==> src/pkg/mrt_consts.svh <==
`ifndef MRT_CONSTS_SVH
`define MRT_CONSTS_SVH

// Register byte addresses
`define MRT_ADDR_START 12'h000
`define MRT_ADDR_CSR 12'h004
`define MRT_ADDR_CNT 12'h008
`define MRT_ADDR_CONST 12'h00C

// Control/status field positions
`define MRT_CSR_FLAG_BIT 7
`define MRT_CSR_SPARE_BIT 6
`define MRT_CSR_CKS_HI 1
`define MRT_CSR_CKS_LO 0
`define MRT_START_SPARE_BIT 1
`define MRT_START_BIT 0

// Reset values
`define MRT_CNT_RST 16'h0000
`define MRT_CONST_RST 16'hFFFF

// Prescaler widths and division terminal counts (count minus one)
`define MRT_PRE_W 6
`define MRT_DIV4_LAST 6'h03
`define MRT_DIV8_LAST 6'h07
`define MRT_DIV16_LAST 6'h0F
`define MRT_DIV64_LAST 6'h3F

`endif

==> src/pkg/mrt_pkg.sv <==
package mrt_pkg;

  typedef enum logic [1:0] {
    MRT_CKS_DIV4,
    MRT_CKS_DIV8,
    MRT_CKS_DIV16,
    MRT_CKS_DIV64
  } mrt_cks_e;

  typedef enum logic [1:0] {
    MRT_CLR_IDLE,
    MRT_CLR_ARMED
  } mrt_clr_e;

endpackage

==> src/rtl/mrt_timer.sv <==
`timescale 1ns/1ns
`include "mrt_consts.svh"

// Notes on behaviour
// - Match flag sits at control bit 7
// - Flag clears by reading 1, writing 0
// - Writing 1 to flag does nothing
// - Select field picks divide 4/8/16/64
// - Counter steps on each selected tick
// - On match: clear counter, set flag, continue
// - Counter is sixteen-bit readable up-counter
// - Counter resets zero, holds in standby
// - Constant resets all ones, holds standby
// - Match acts on next count tick
// - Reserved control bits read zero
// - Control bit 6 is plain storage
// - Start bit zero halts, resets zero
// - Each match pulses a transfer request

module mrt_timer
  import mrt_pkg::*;
(
  input wire logic pclk, // Peripheral clock, 25 MHz
  input wire logic presetn, // Async reset, active low
  input wire logic standby, // Standby: freeze counting
  input wire logic psel, // APB select
  input wire logic penable, // APB enable
  input wire logic pwrite, // APB direction
  input wire logic [11:0] paddr, // APB byte address
  input wire logic [31:0] pwdata, // APB write data
  output logic [31:0] prdata, // APB read data
  output logic pready, // APB ready
  output logic pslverr, // APB error
  output logic dma_req // Transfer request pulse
);

  logic count_start_r;
  logic start_spare_r;
  logic match_flag_r;
  logic csr_spare_r;
  logic [1:0] cks_r;
  logic [15:0] cnt_r;
  logic [15:0] cnt_nxt;
  logic [15:0] const_r;
  mrt_clr_e clr_state_r;
  logic wr_start;
  logic wr_csr;
  logic wr_cnt;
  logic wr_const;
  logic rd_csr;
  logic tick;
  logic step;
  logic match_ev;
  logic setup;
  logic wr;
  logic rd;
  logic hit_start;
  logic hit_csr;
  logic hit_cnt;
  logic hit_const;
  logic mapped;
  logic [31:0] rdata;

  function automatic logic addr_is(input logic [11:0] a, input logic [11:0] ref_a);
    addr_is = (a == ref_a);
  endfunction

  mrt_prescaler u_pre (
    .pclk(pclk),
    .presetn(presetn),
    .cks(cks_r),
    .tick(tick)
  );

  // Address decode
  always_comb
  begin
    hit_start = 1'b0;
    hit_csr = 1'b0;
    hit_cnt = 1'b0;
    hit_const = 1'b0;
    if (addr_is(paddr, `MRT_ADDR_START))
    begin
      hit_start = 1'b1;
    end
    else if (addr_is(paddr, `MRT_ADDR_CSR))
    begin
      hit_csr = 1'b1;
    end
    else if (addr_is(paddr, `MRT_ADDR_CNT))
    begin
      hit_cnt = 1'b1;
    end
    else if (addr_is(paddr, `MRT_ADDR_CONST))
    begin
      hit_const = 1'b1;
    end
  end

  assign mapped = hit_start | hit_csr | hit_cnt | hit_const;
  assign setup = psel & ~penable;
  // Access phase completes in the first penable cycle (pready high then)
  assign wr = psel & penable & pwrite & pready;
  assign rd = psel & penable & ~pwrite & pready;

  assign step = count_start_r & tick & ~standby;
  assign match_ev = step & (cnt_r == const_r);

  always_comb
  begin
    cnt_nxt = cnt_r;
    if (match_ev)
    begin
      cnt_nxt = 16'h0000;
    end
    else if (step)
    begin
      cnt_nxt = cnt_r + 16'h0001;
    end
  end

  // Read words; bits outside the defined fields stay zero
  function automatic logic [31:0] start_word(input logic run, input logic spare);
    start_word = 32'h0000_0000;
    start_word[`MRT_START_BIT] = run;
    start_word[`MRT_START_SPARE_BIT] = spare;
  endfunction

  function automatic logic [31:0] csr_word(input logic flag, input logic spare, input logic [1:0] sel);
    csr_word = 32'h0000_0000;
    csr_word[`MRT_CSR_FLAG_BIT] = flag;
    csr_word[`MRT_CSR_SPARE_BIT] = spare;
    csr_word[`MRT_CSR_CKS_HI:`MRT_CSR_CKS_LO] = sel;
  endfunction

  function automatic logic [31:0] half_word(input logic [15:0] v);
    half_word = {16'h0000, v};
  endfunction

  // Read mux
  always_comb
  begin
    rdata = 32'h0000_0000;
    if (hit_start)
    begin
      rdata = start_word(count_start_r, start_spare_r);
    end
    else if (hit_csr)
    begin
      rdata = csr_word(match_flag_r, csr_spare_r, cks_r);
    end
    else if (hit_cnt)
    begin
      rdata = half_word(cnt_r);
    end
    else if (hit_const)
    begin
      rdata = half_word(const_r);
    end
  end

  // Per-register strobes for the access phase
  assign wr_start = wr & hit_start;
  assign wr_csr = wr & hit_csr;
  assign wr_cnt = wr & hit_cnt;
  assign wr_const = wr & hit_const;
  assign rd_csr = rd & hit_csr;

  // APB answer: one wait-free access phase
  always_ff @(posedge pclk or negedge presetn)
  begin
    if (!presetn)
    begin
      pready <= 1'b0;
      pslverr <= 1'b0;
    end
    else
    begin
      pready <= setup;
      pslverr <= setup & ~mapped;
    end
  end

  // Read data stands only while pready is high
  always_ff @(posedge pclk or negedge presetn)
  begin
    if (!presetn)
    begin
      prdata <= 32'h0000_0000;
    end
    else if (setup & ~pwrite)
    begin
      prdata <= rdata;
    end
    else if (pready)
    begin
      prdata <= 32'h0000_0000;
    end
  end

  // Run control
  always_ff @(posedge pclk or negedge presetn)
  begin
    if (!presetn)
    begin
      count_start_r <= 1'b0;
    end
    else if (wr_start)
    begin
      count_start_r <= pwdata[`MRT_START_BIT];
    end
  end

  // Spare storage bit of the start register
  always_ff @(posedge pclk or negedge presetn)
  begin
    if (!presetn)
    begin
      start_spare_r <= 1'b0;
    end
    else if (wr_start)
    begin
      start_spare_r <= pwdata[`MRT_START_SPARE_BIT];
    end
  end

  // Count clock select
  always_ff @(posedge pclk or negedge presetn)
  begin
    if (!presetn)
    begin
      cks_r <= 2'b00;
    end
    else if (wr_csr)
    begin
      cks_r <= pwdata[`MRT_CSR_CKS_HI:`MRT_CSR_CKS_LO];
    end
  end

  // Spare storage bit of the control register
  always_ff @(posedge pclk or negedge presetn)
  begin
    if (!presetn)
    begin
      csr_spare_r <= 1'b0;
    end
    else if (wr_csr)
    begin
      csr_spare_r <= pwdata[`MRT_CSR_SPARE_BIT];
    end
  end

  // Clear sequence: arms on the read data that showed the flag set,
  // so a flag set after the read was sampled can not be cleared unseen
  always_ff @(posedge pclk or negedge presetn)
  begin
    if (!presetn)
    begin
      clr_state_r <= MRT_CLR_IDLE;
    end
    else
    begin
      case (clr_state_r)
        MRT_CLR_IDLE:
        begin
          if (rd_csr && prdata[`MRT_CSR_FLAG_BIT])
          begin
            clr_state_r <= MRT_CLR_ARMED;
          end
        end
        MRT_CLR_ARMED:
        begin
          if (wr_csr)
          begin
            clr_state_r <= MRT_CLR_IDLE;
          end
        end
        default:
        begin
          clr_state_r <= MRT_CLR_IDLE;
        end
      endcase
    end
  end

  // Match flag: a set in the same cycle beats the software clear
  always_ff @(posedge pclk or negedge presetn)
  begin
    if (!presetn)
    begin
      match_flag_r <= 1'b0;
    end
    else if (match_ev)
    begin
      match_flag_r <= 1'b1;
    end
    else if (wr_csr && clr_state_r == MRT_CLR_ARMED && !pwdata[`MRT_CSR_FLAG_BIT])
    begin
      match_flag_r <= 1'b0;
    end
  end

  // Counter: software write loses to a same-cycle count update
  always_ff @(posedge pclk or negedge presetn)
  begin
    if (!presetn)
    begin
      cnt_r <= `MRT_CNT_RST;
    end
    else if (step)
    begin
      cnt_r <= cnt_nxt;
    end
    else if (wr_cnt)
    begin
      cnt_r <= pwdata[15:0];
    end
  end

  // Constant register
  always_ff @(posedge pclk or negedge presetn)
  begin
    if (!presetn)
    begin
      const_r <= `MRT_CONST_RST;
    end
    else if (wr_const)
    begin
      const_r <= pwdata[15:0];
    end
  end

  // Transfer request: one pulse per match, the cycle after it
  always_ff @(posedge pclk or negedge presetn)
  begin
    if (!presetn)
    begin
      dma_req <= 1'b0;
    end
    else
    begin
      dma_req <= match_ev;
    end
  end

endmodule // mrt_timer

==> src/rtl/mrt_prescaler.sv <==
`timescale 1ns/1ns
`include "mrt_consts.svh"

module mrt_prescaler
  import mrt_pkg::*;
(
  input wire logic pclk, // Peripheral clock
  input wire logic presetn, // Async reset, active low
  input wire logic [1:0] cks, // Count clock select
  output logic tick // One-cycle count enable
);

  logic [`MRT_PRE_W-1:0] pre_r;
  logic [`MRT_PRE_W-1:0] last;

  always_comb
  begin
    case (mrt_cks_e'(cks))
      MRT_CKS_DIV4: last = `MRT_DIV4_LAST;
      MRT_CKS_DIV8: last = `MRT_DIV8_LAST;
      MRT_CKS_DIV16: last = `MRT_DIV16_LAST;
      default: last = `MRT_DIV64_LAST;
    endcase
  end

  // Free-running divider; tick when low bits reach terminal count
  always_ff @(posedge pclk or negedge presetn)
  begin
    if (!presetn)
      pre_r <= '0;
    else
      pre_r <= pre_r + 6'h01;
  end

  assign tick = ((pre_r & last) == last);

endmodule // mrt_prescaler

==> config.mk <==
export PLATFORM = sky130hd
export DESIGN_NAME = mrt_timer
export DESIGN_NICKNAME = d
export VERILOG_FILES = /design/src/pkg/mrt_pkg.sv /design/src/rtl/mrt_timer.sv /design/src/rtl/mrt_prescaler.sv
export VERILOG_INCLUDE_DIRS = /design/src /design/src/pkg
export SDC_FILE = /design/constraint.sdc
export NUM_CORES = 1
export LEC_CHECK = 0
export ABC_AREA = 0
export ABC_CLOCK_PERIOD_IN_PS = 3600
export BUFFER_PORTS_ARGS = -buffer_cell sky130_fd_sc_hd__buf_2
export CORE_UTILIZATION = 50
export DETAILED_ROUTE_END_ITERATION = 10
export HOLD_SLACK_MARGIN = 0.02
export PLACE_DENSITY = 0.81
export SETUP_SLACK_MARGIN = 0.2
export SLEW_MARGIN = 20
export SYNTH_ARGS = -nofsm -noshare
export SYNTH_HDL_FRONTEND = slang
export SYNTH_HIERARCHICAL = 1
export SYNTH_SLANG_ARGS = --single-unit
==> constraint.sdc <==
create_clock -name pclk -period 3.6 [get_ports pclk]
set_clock_uncertainty 0.2 [all_clocks]
set_input_delay 0.72 -clock pclk [delete_from_list [all_inputs] [get_ports pclk]]
set_output_delay 0.72 -clock pclk [all_outputs]
set_load 0.05 [all_outputs]
* Yosys cells after proc, flatten, opt, wreduce, memory -nomap -nowiden *
Index checks and enable logic that the tools add are counted.

cells by class
  add/subtract/negate cells = 2
  eq/ne operators = 10
  muxes and demuxes = 25
  bitwise gates (word level) = 24
  reduce and logical (&&, ||, !) cells = 11

operators with widths
  operator                                                                count
  16-bit two-way mux                                                      7
  32-bit two-way mux                                                      2
  12-bit by 4-bit equality test with 1-bit output, second input constant  2
  6-bit one-hot mux with 3 select lines                                   1
  16-bit by 1-bit adder with 16-bit output, second input constant         1
  1-bit bitwise AND                                                       16
  16-bit equality test                                                    1
  12-bit by 3-bit equality test with 1-bit output, second input constant  1
  12-bit logical NOT                                                      1
  1-bit two-way mux                                                       12
  6-bit by 1-bit adder with 6-bit output, second input constant           1
  6-bit bitwise AND                                                       1
  6-bit equality test                                                     1
  2-bit nonzero test                                                      3
  2-bit by 1-bit equality test with 1-bit output, second input constant   2
  2-bit logical NOT                                                       2
  2-bit two-way mux                                                       2
  2-bit inequality test, second input constant                            2
  1-bit inverter                                                          4
  2-bit one-hot mux with 2 select lines                                   1
  1-bit logical AND                                                       3
  1-bit bitwise OR                                                        3
  2-bit equality test, second input constant                              1
  2-bit AND reduction                                                     1
  1-bit logical NOT                                                       1

storage, ports and cells
  flip-flop bits (word level) = 81
  input port bits = 50
  output and inout port bits = 35
  word-level logic and storage cells = 85

* Depth between registers and ports, before layout *
  depth in word-level cells = 10
  mapped depth = 9
  depth with buffers taken out = 8

* Hierarchy *
Netlist, hierarchy kept.

modules (own cells, without submodules)
  module         times used  cells each  area each (um^2)  seq. area each (um^2)
  mrt_timer      1           317         3245.6            1471.4
  mrt_prescaler  1           20          255.2             150.1

* Worst setup path after synthesis *
No wires, ideal clock.

  path type = input to register
  from = in paddr[9]
  to = reg const_r[10]
  library setup time = 0.085 ns
  arrival time = 2.043 ns
  path slack = 1.272 ns
  stages on the path = 5
  buffers on the path = 1
  path through = nor4_1 -> nand4_1 -> nor2_2 -> buf_4 -> mux2_1

on the way
  longest elaborated chain between the ends = 6

ends and longest elaborated chain
  what                                             RTL line          source
  from (decl)                                      mrt_timer.sv:29   input wire logic [11:0] paddr,
  12-bit by 4-bit equality test with 1-bit output  mrt_timer.sv:65   addr_is = (a == ref_a);
  1-bit two-way mux                                mrt_timer.sv:94   else if (addr_is(paddr, `MRT_ADDR_CONST))
  1-bit two-way mux                                mrt_timer.sv:90   else if (addr_is(paddr, `MRT_ADDR_CNT))
  1-bit two-way mux                                mrt_timer.sv:86   else if (addr_is(paddr, `MRT_ADDR_CSR))
  1-bit two-way mux (*)                            mrt_timer.sv:82   if (addr_is(paddr, `MRT_ADDR_START))
  1-bit bitwise AND (*)                            mrt_timer.sv:166  assign wr_const = wr & hit_const;
  to (signal assigned)                             mrt_timer.sv:325  const_r <= `MRT_CONST_RST;
  to (signal assigned)                             mrt_timer.sv:329  const_r <= pwdata[15:0];
  to (decl)                                        mrt_timer.sv:44   logic [15:0] const_r;

Mark *: on every way between the ends. The rest lies on a longest branch, timed or not.
A chain may end at the register's enable or synchronous reset.

* Worst setup path in the final report *
  from = reg u_pre.pre_r[0]
  to = reg cnt_r[9]

on the way
  longest elaborated chain between the ends = 7

ends and longest elaborated chain
  what                                RTL line             source
  from (decl)                         mrt_prescaler.sv:13  logic [`MRT_PRE_W-1:0] pre_r;
  from (signal assigned)              mrt_prescaler.sv:32  pre_r <= pre_r + 6'h01;
  6-bit bitwise AND (*)               mrt_prescaler.sv:35  assign tick = ((pre_r & last) == last);
  6-bit equality test (*)             mrt_prescaler.sv:35
  named net tick                      mrt_timer.sv:51      logic tick;
  1-bit bitwise AND (*) (2 in a row)  mrt_timer.sv:106     assign step = count_start_r & tick & ~standby;
  1-bit bitwise AND                   mrt_timer.sv:107     assign match_ev = step & (cnt_r == const_r);
  16-bit two-way mux                  mrt_timer.sv:112     if (match_ev)
  16-bit two-way mux                  mrt_timer.sv:310     else if (step)
  to (signal assigned)                mrt_timer.sv:308     cnt_r <= `MRT_CNT_RST;
  to (signal assigned)                mrt_timer.sv:312     cnt_r <= cnt_nxt;
  to (signal assigned)                mrt_timer.sv:316     cnt_r <= pwdata[15:0];
  to (decl)                           mrt_timer.sv:42      logic [15:0] cnt_r;

The timed path passes the listed nets; every way through them passes the cells marked *.

==> reports/metrics.cfg <==
[global_routing]
grt_start_max_net_pins=42
grt_pass1_wl_mm=13.25
grt_pass1_vias=2666
grt_antenna_before_repair=0
grt_overflow=0
track_usage=0.2360

[floorplan]
design.core.area_mm2=0.006794
dieHeight_um=85.68
num_io_pins=85
initial_utilization=0.5153
dieArea_mm2=0.007340
fp.dieW_um=85.68
rows=30

[detailed_routing]
num_vias=2754
wl_per_cell_um=16.30
antenna_left=0
drt-initial-drc-count=192
via_per_inst=5.643
drc=1
finalWirelength_mm=7.952
drt_pass1_iterations=9

[min_path]
worstHoldPathType=in -> async

[finish]
final_util=0.5864
area_delta_synth_final_pct=13.80
drive_above_1_share=0.2628
nFillCells=592
diodes=0
fin_nets=439

[synthesis]
syn-instance-count=337
synth_edf_count=0
ys_warn_count=6
ys_types=53
synth.yosys.seq_area_share=0.4632
synth_async_sr_flop_share=1.000
avgSynthCellArea_um2=10.39
synthFlopType=dfrtp_1
synth_area_mm2=0.003501
ys_ff_latch=64

[sta]
clock.fmax_ghz=0.3829
rsz0062_at_grt=no
slew_headroom=0.4279
setup_tns_ps=0
drv_slew=0
min_period_over_period=0.7254
hold_violations=0
setup_viol=0
worst_pin_slew_ps=854.1
post-route-min-period_ps=2612

[power_and_ir_drop]
clockPowerShare=0.444
sequentialPowerShare=0.478
p_sw_mw=0.3784
peakVddDrop_uv=286.6
p_leak_nw=1.977
internal_power_mw=1.161
p_comb_frac=0.078
sw_frac_of_total=0.2457
power_density_mw_per_mm2=386.5

[critical_path]
critPathLaunchType=flip-flop
crit-reg2reg-launch=u_pre/pre_r[0]
arrival_ps=2680
critPathRequiredTime_ps=3670
startpoint=u_pre/pre_r[0]
end_kind=flip-flop
critical_path_class=reg -> reg
cp_max_fo=25

[clocking]
clk_pin_slew_ps=70
cts_made_buffers=9
cts_tree=built
clock-sinks=64
ctsResizeCount=0
cts_max_level=3
post_cts_buffers=0
postCtsHoldBufs=0
clk_latency_ps=350
cts_buffer_depth=2
cts-root-buf=clkbuf_8

[place]
io_buffers=52
gp_congestion=0.8811
hpwlAfterDp_mm=5.541

[status]
violations=design-rule violations
status=complete, but fails checks

[run]
cap_viol_max_count=0

## cell type report
type                            count  area [µm²]  share of cell area
Clock inverter                      6       82.58             0.02073
Multi-Input combinational cell    244        1679              0.4215
Clock buffer                       10       137.6             0.03455
Inverter                           10       37.54            0.009422
Sequential cell                    64        1622              0.4070
Tap cell                           96       120.1             0.03015
Timing Repair Buffer               58       305.3             0.07663
## Yosys cell counts, types with 2 or more instances
cell type | count | area [µm²]
nor3_1 | 6 | 30.03
inv_1 | 10 | 37.54
dfstp_2 | 16 | 420.4
or3_1 | 3 | 18.77
buf_2 | 10 | 50.05
nand2_1 | 28 | 105.1
mux4_2 | 2 | 45.04
ha_1 | 2 | 25.02
xor2_1 | 18 | 157.7
and3_1 | 7 | 43.79
a31oi_1 | 10 | 62.56
nor4_2 | 4 | 50.05
nor4_1 | 3 | 18.77
o21ai_0 | 4 | 20.02
and4_1 | 3 | 26.28
nor2b_1 | 3 | 18.77
nor2_1 | 14 | 52.55
clkbuf_1 | 4 | 15.01
nand4_1 | 2 | 12.51
nand2b_1 | 4 | 25.02
nand3_1 | 15 | 75.07
buf_6 | 2 | 22.52
buf_4 | 17 | 127.6
o21ai_1 | 26 | 130.1
mux2_1 | 21 | 236.5
xnor2_1 | 2 | 17.52
mux2i_1 | 16 | 160.2
a32oi_1 | 7 | 61.31
dfrtp_1 | 48 | 1201
nand3b_1 | 2 | 15.01
a22oi_1 | 6 | 45.04
## sequential cells by signal, indices dropped and copies added (netlist names)
name           flops
clr_state_r        1
cnt_r             16
count_start_r      1
const_r           16
csr_spare_r        1
dma_req            1
match_flag_r       1
pready             1
prdata            16
pslverr            1
u_pre/pre_r        6
start_spare_r      1
cks_r              2
## cell families (layout without fill, tap and decap cells)
logic type	after synthesis	in the layout	synth area share
AO/OA/AOI/OAI	63	63	0.1144
adder cells (fa/ha/maj)	2	2	0.007147
XOR/XNOR	20	20	0.05004
buffers and inverters	44	84	0.07326
other	1	16	0.001071
multiplexers	39	39	0.1262
AND/OR/NAND/NOR	104	104	0.1648
flip-flops	64	64	0.4632
## metrics by stage
stage	hold WS, ps	cell area [µm²]	setup slack (ps)	instances	total power [mW]
2_1_floorplan	223.1	3557	1272	352	0.8325
3_5_place_dp	261.4	3764	713.8	472	0.8685
3_3_place_gp	239.6	3764	792.3	472	0.8653
6_report	148.4	3984	988.4	488	1.540
5_1_grt	170.1	3984	814.8	488	1.591
4_1_cts	153.7	3984	993.2	488	1.550
## cells in the final DEF, fill, tap and decap left out, types with 3 or more instances in the layout
cell type / instances
buf_2: 52
nor2_1: 14
inv_1: 10
mux2_1: 21
o21ai_1: 26
conb_1: 16
dfrtp_1: 48
nand2_1: 28
nand3_1: 15
nand2b_1: 4
and3_1: 7
a32oi_1: 7
nor4_1: 3
clkbuf_8: 10
mux2i_1: 16
or3_1: 3
nor2b_1: 3
a22oi_1: 6
xor2_1: 18
o21ai_0: 4
dfstp_2: 16
nor4_2: 4
clkinv_2: 3
nor3_1: 6
and4_1: 3
buf_4: 6
a31oi_1: 10
## critical path: stages, from the launching register on
cell and delay (ps):
dfrtp_1 410, ha_1 240, o21ai_0 80, a21oi_1 80, nand2_1 80, nor2_1 40
buf_4 210, a31oi_1 660, buf_4 290, a31oi_1 50, o21ai_1 160
## final timing paths
| check | endpoint | slack, ps | depth (start not counted) |
|---|---|---|---|
| setup / recovery | cnt_r[9] | 990 | 10 |
| hold / removal | u_pre/pre_r[3] | 150 | 2 |
| setup reg to reg | cnt_r[9] | 990 | 10 |
| hold reg to reg | prdata[13] | 280 | 2 |
| max in group asynchronous | const_r[14] | 2570 | 2 |
| min in group pclk | prdata[13] | 280 | 2 |
## power by group through the flow
stage	Combinational [mW]	Sequential (mW)	Clock, mW
2_1_floorplan	0.0848	0.748	0
5_1_grt	0.131	0.737	0.723
4_1_cts	0.121	0.735	0.693
3_3_place_gp	0.117	0.748	0
6_report	0.120	0.736	0.684
3_5_place_dp	0.120	0.748	0
## metal layers
layer,vias to the layer above,track usage,part of all wire
met4,0,0.08939,0.022
met5,-,0,0
met2,115,0.3767,0.48
li1,1281,-,-
met1,1342,0.3059,0.43
met3,16,0.06833,0.062
Power figures use the tool's default switching activity.
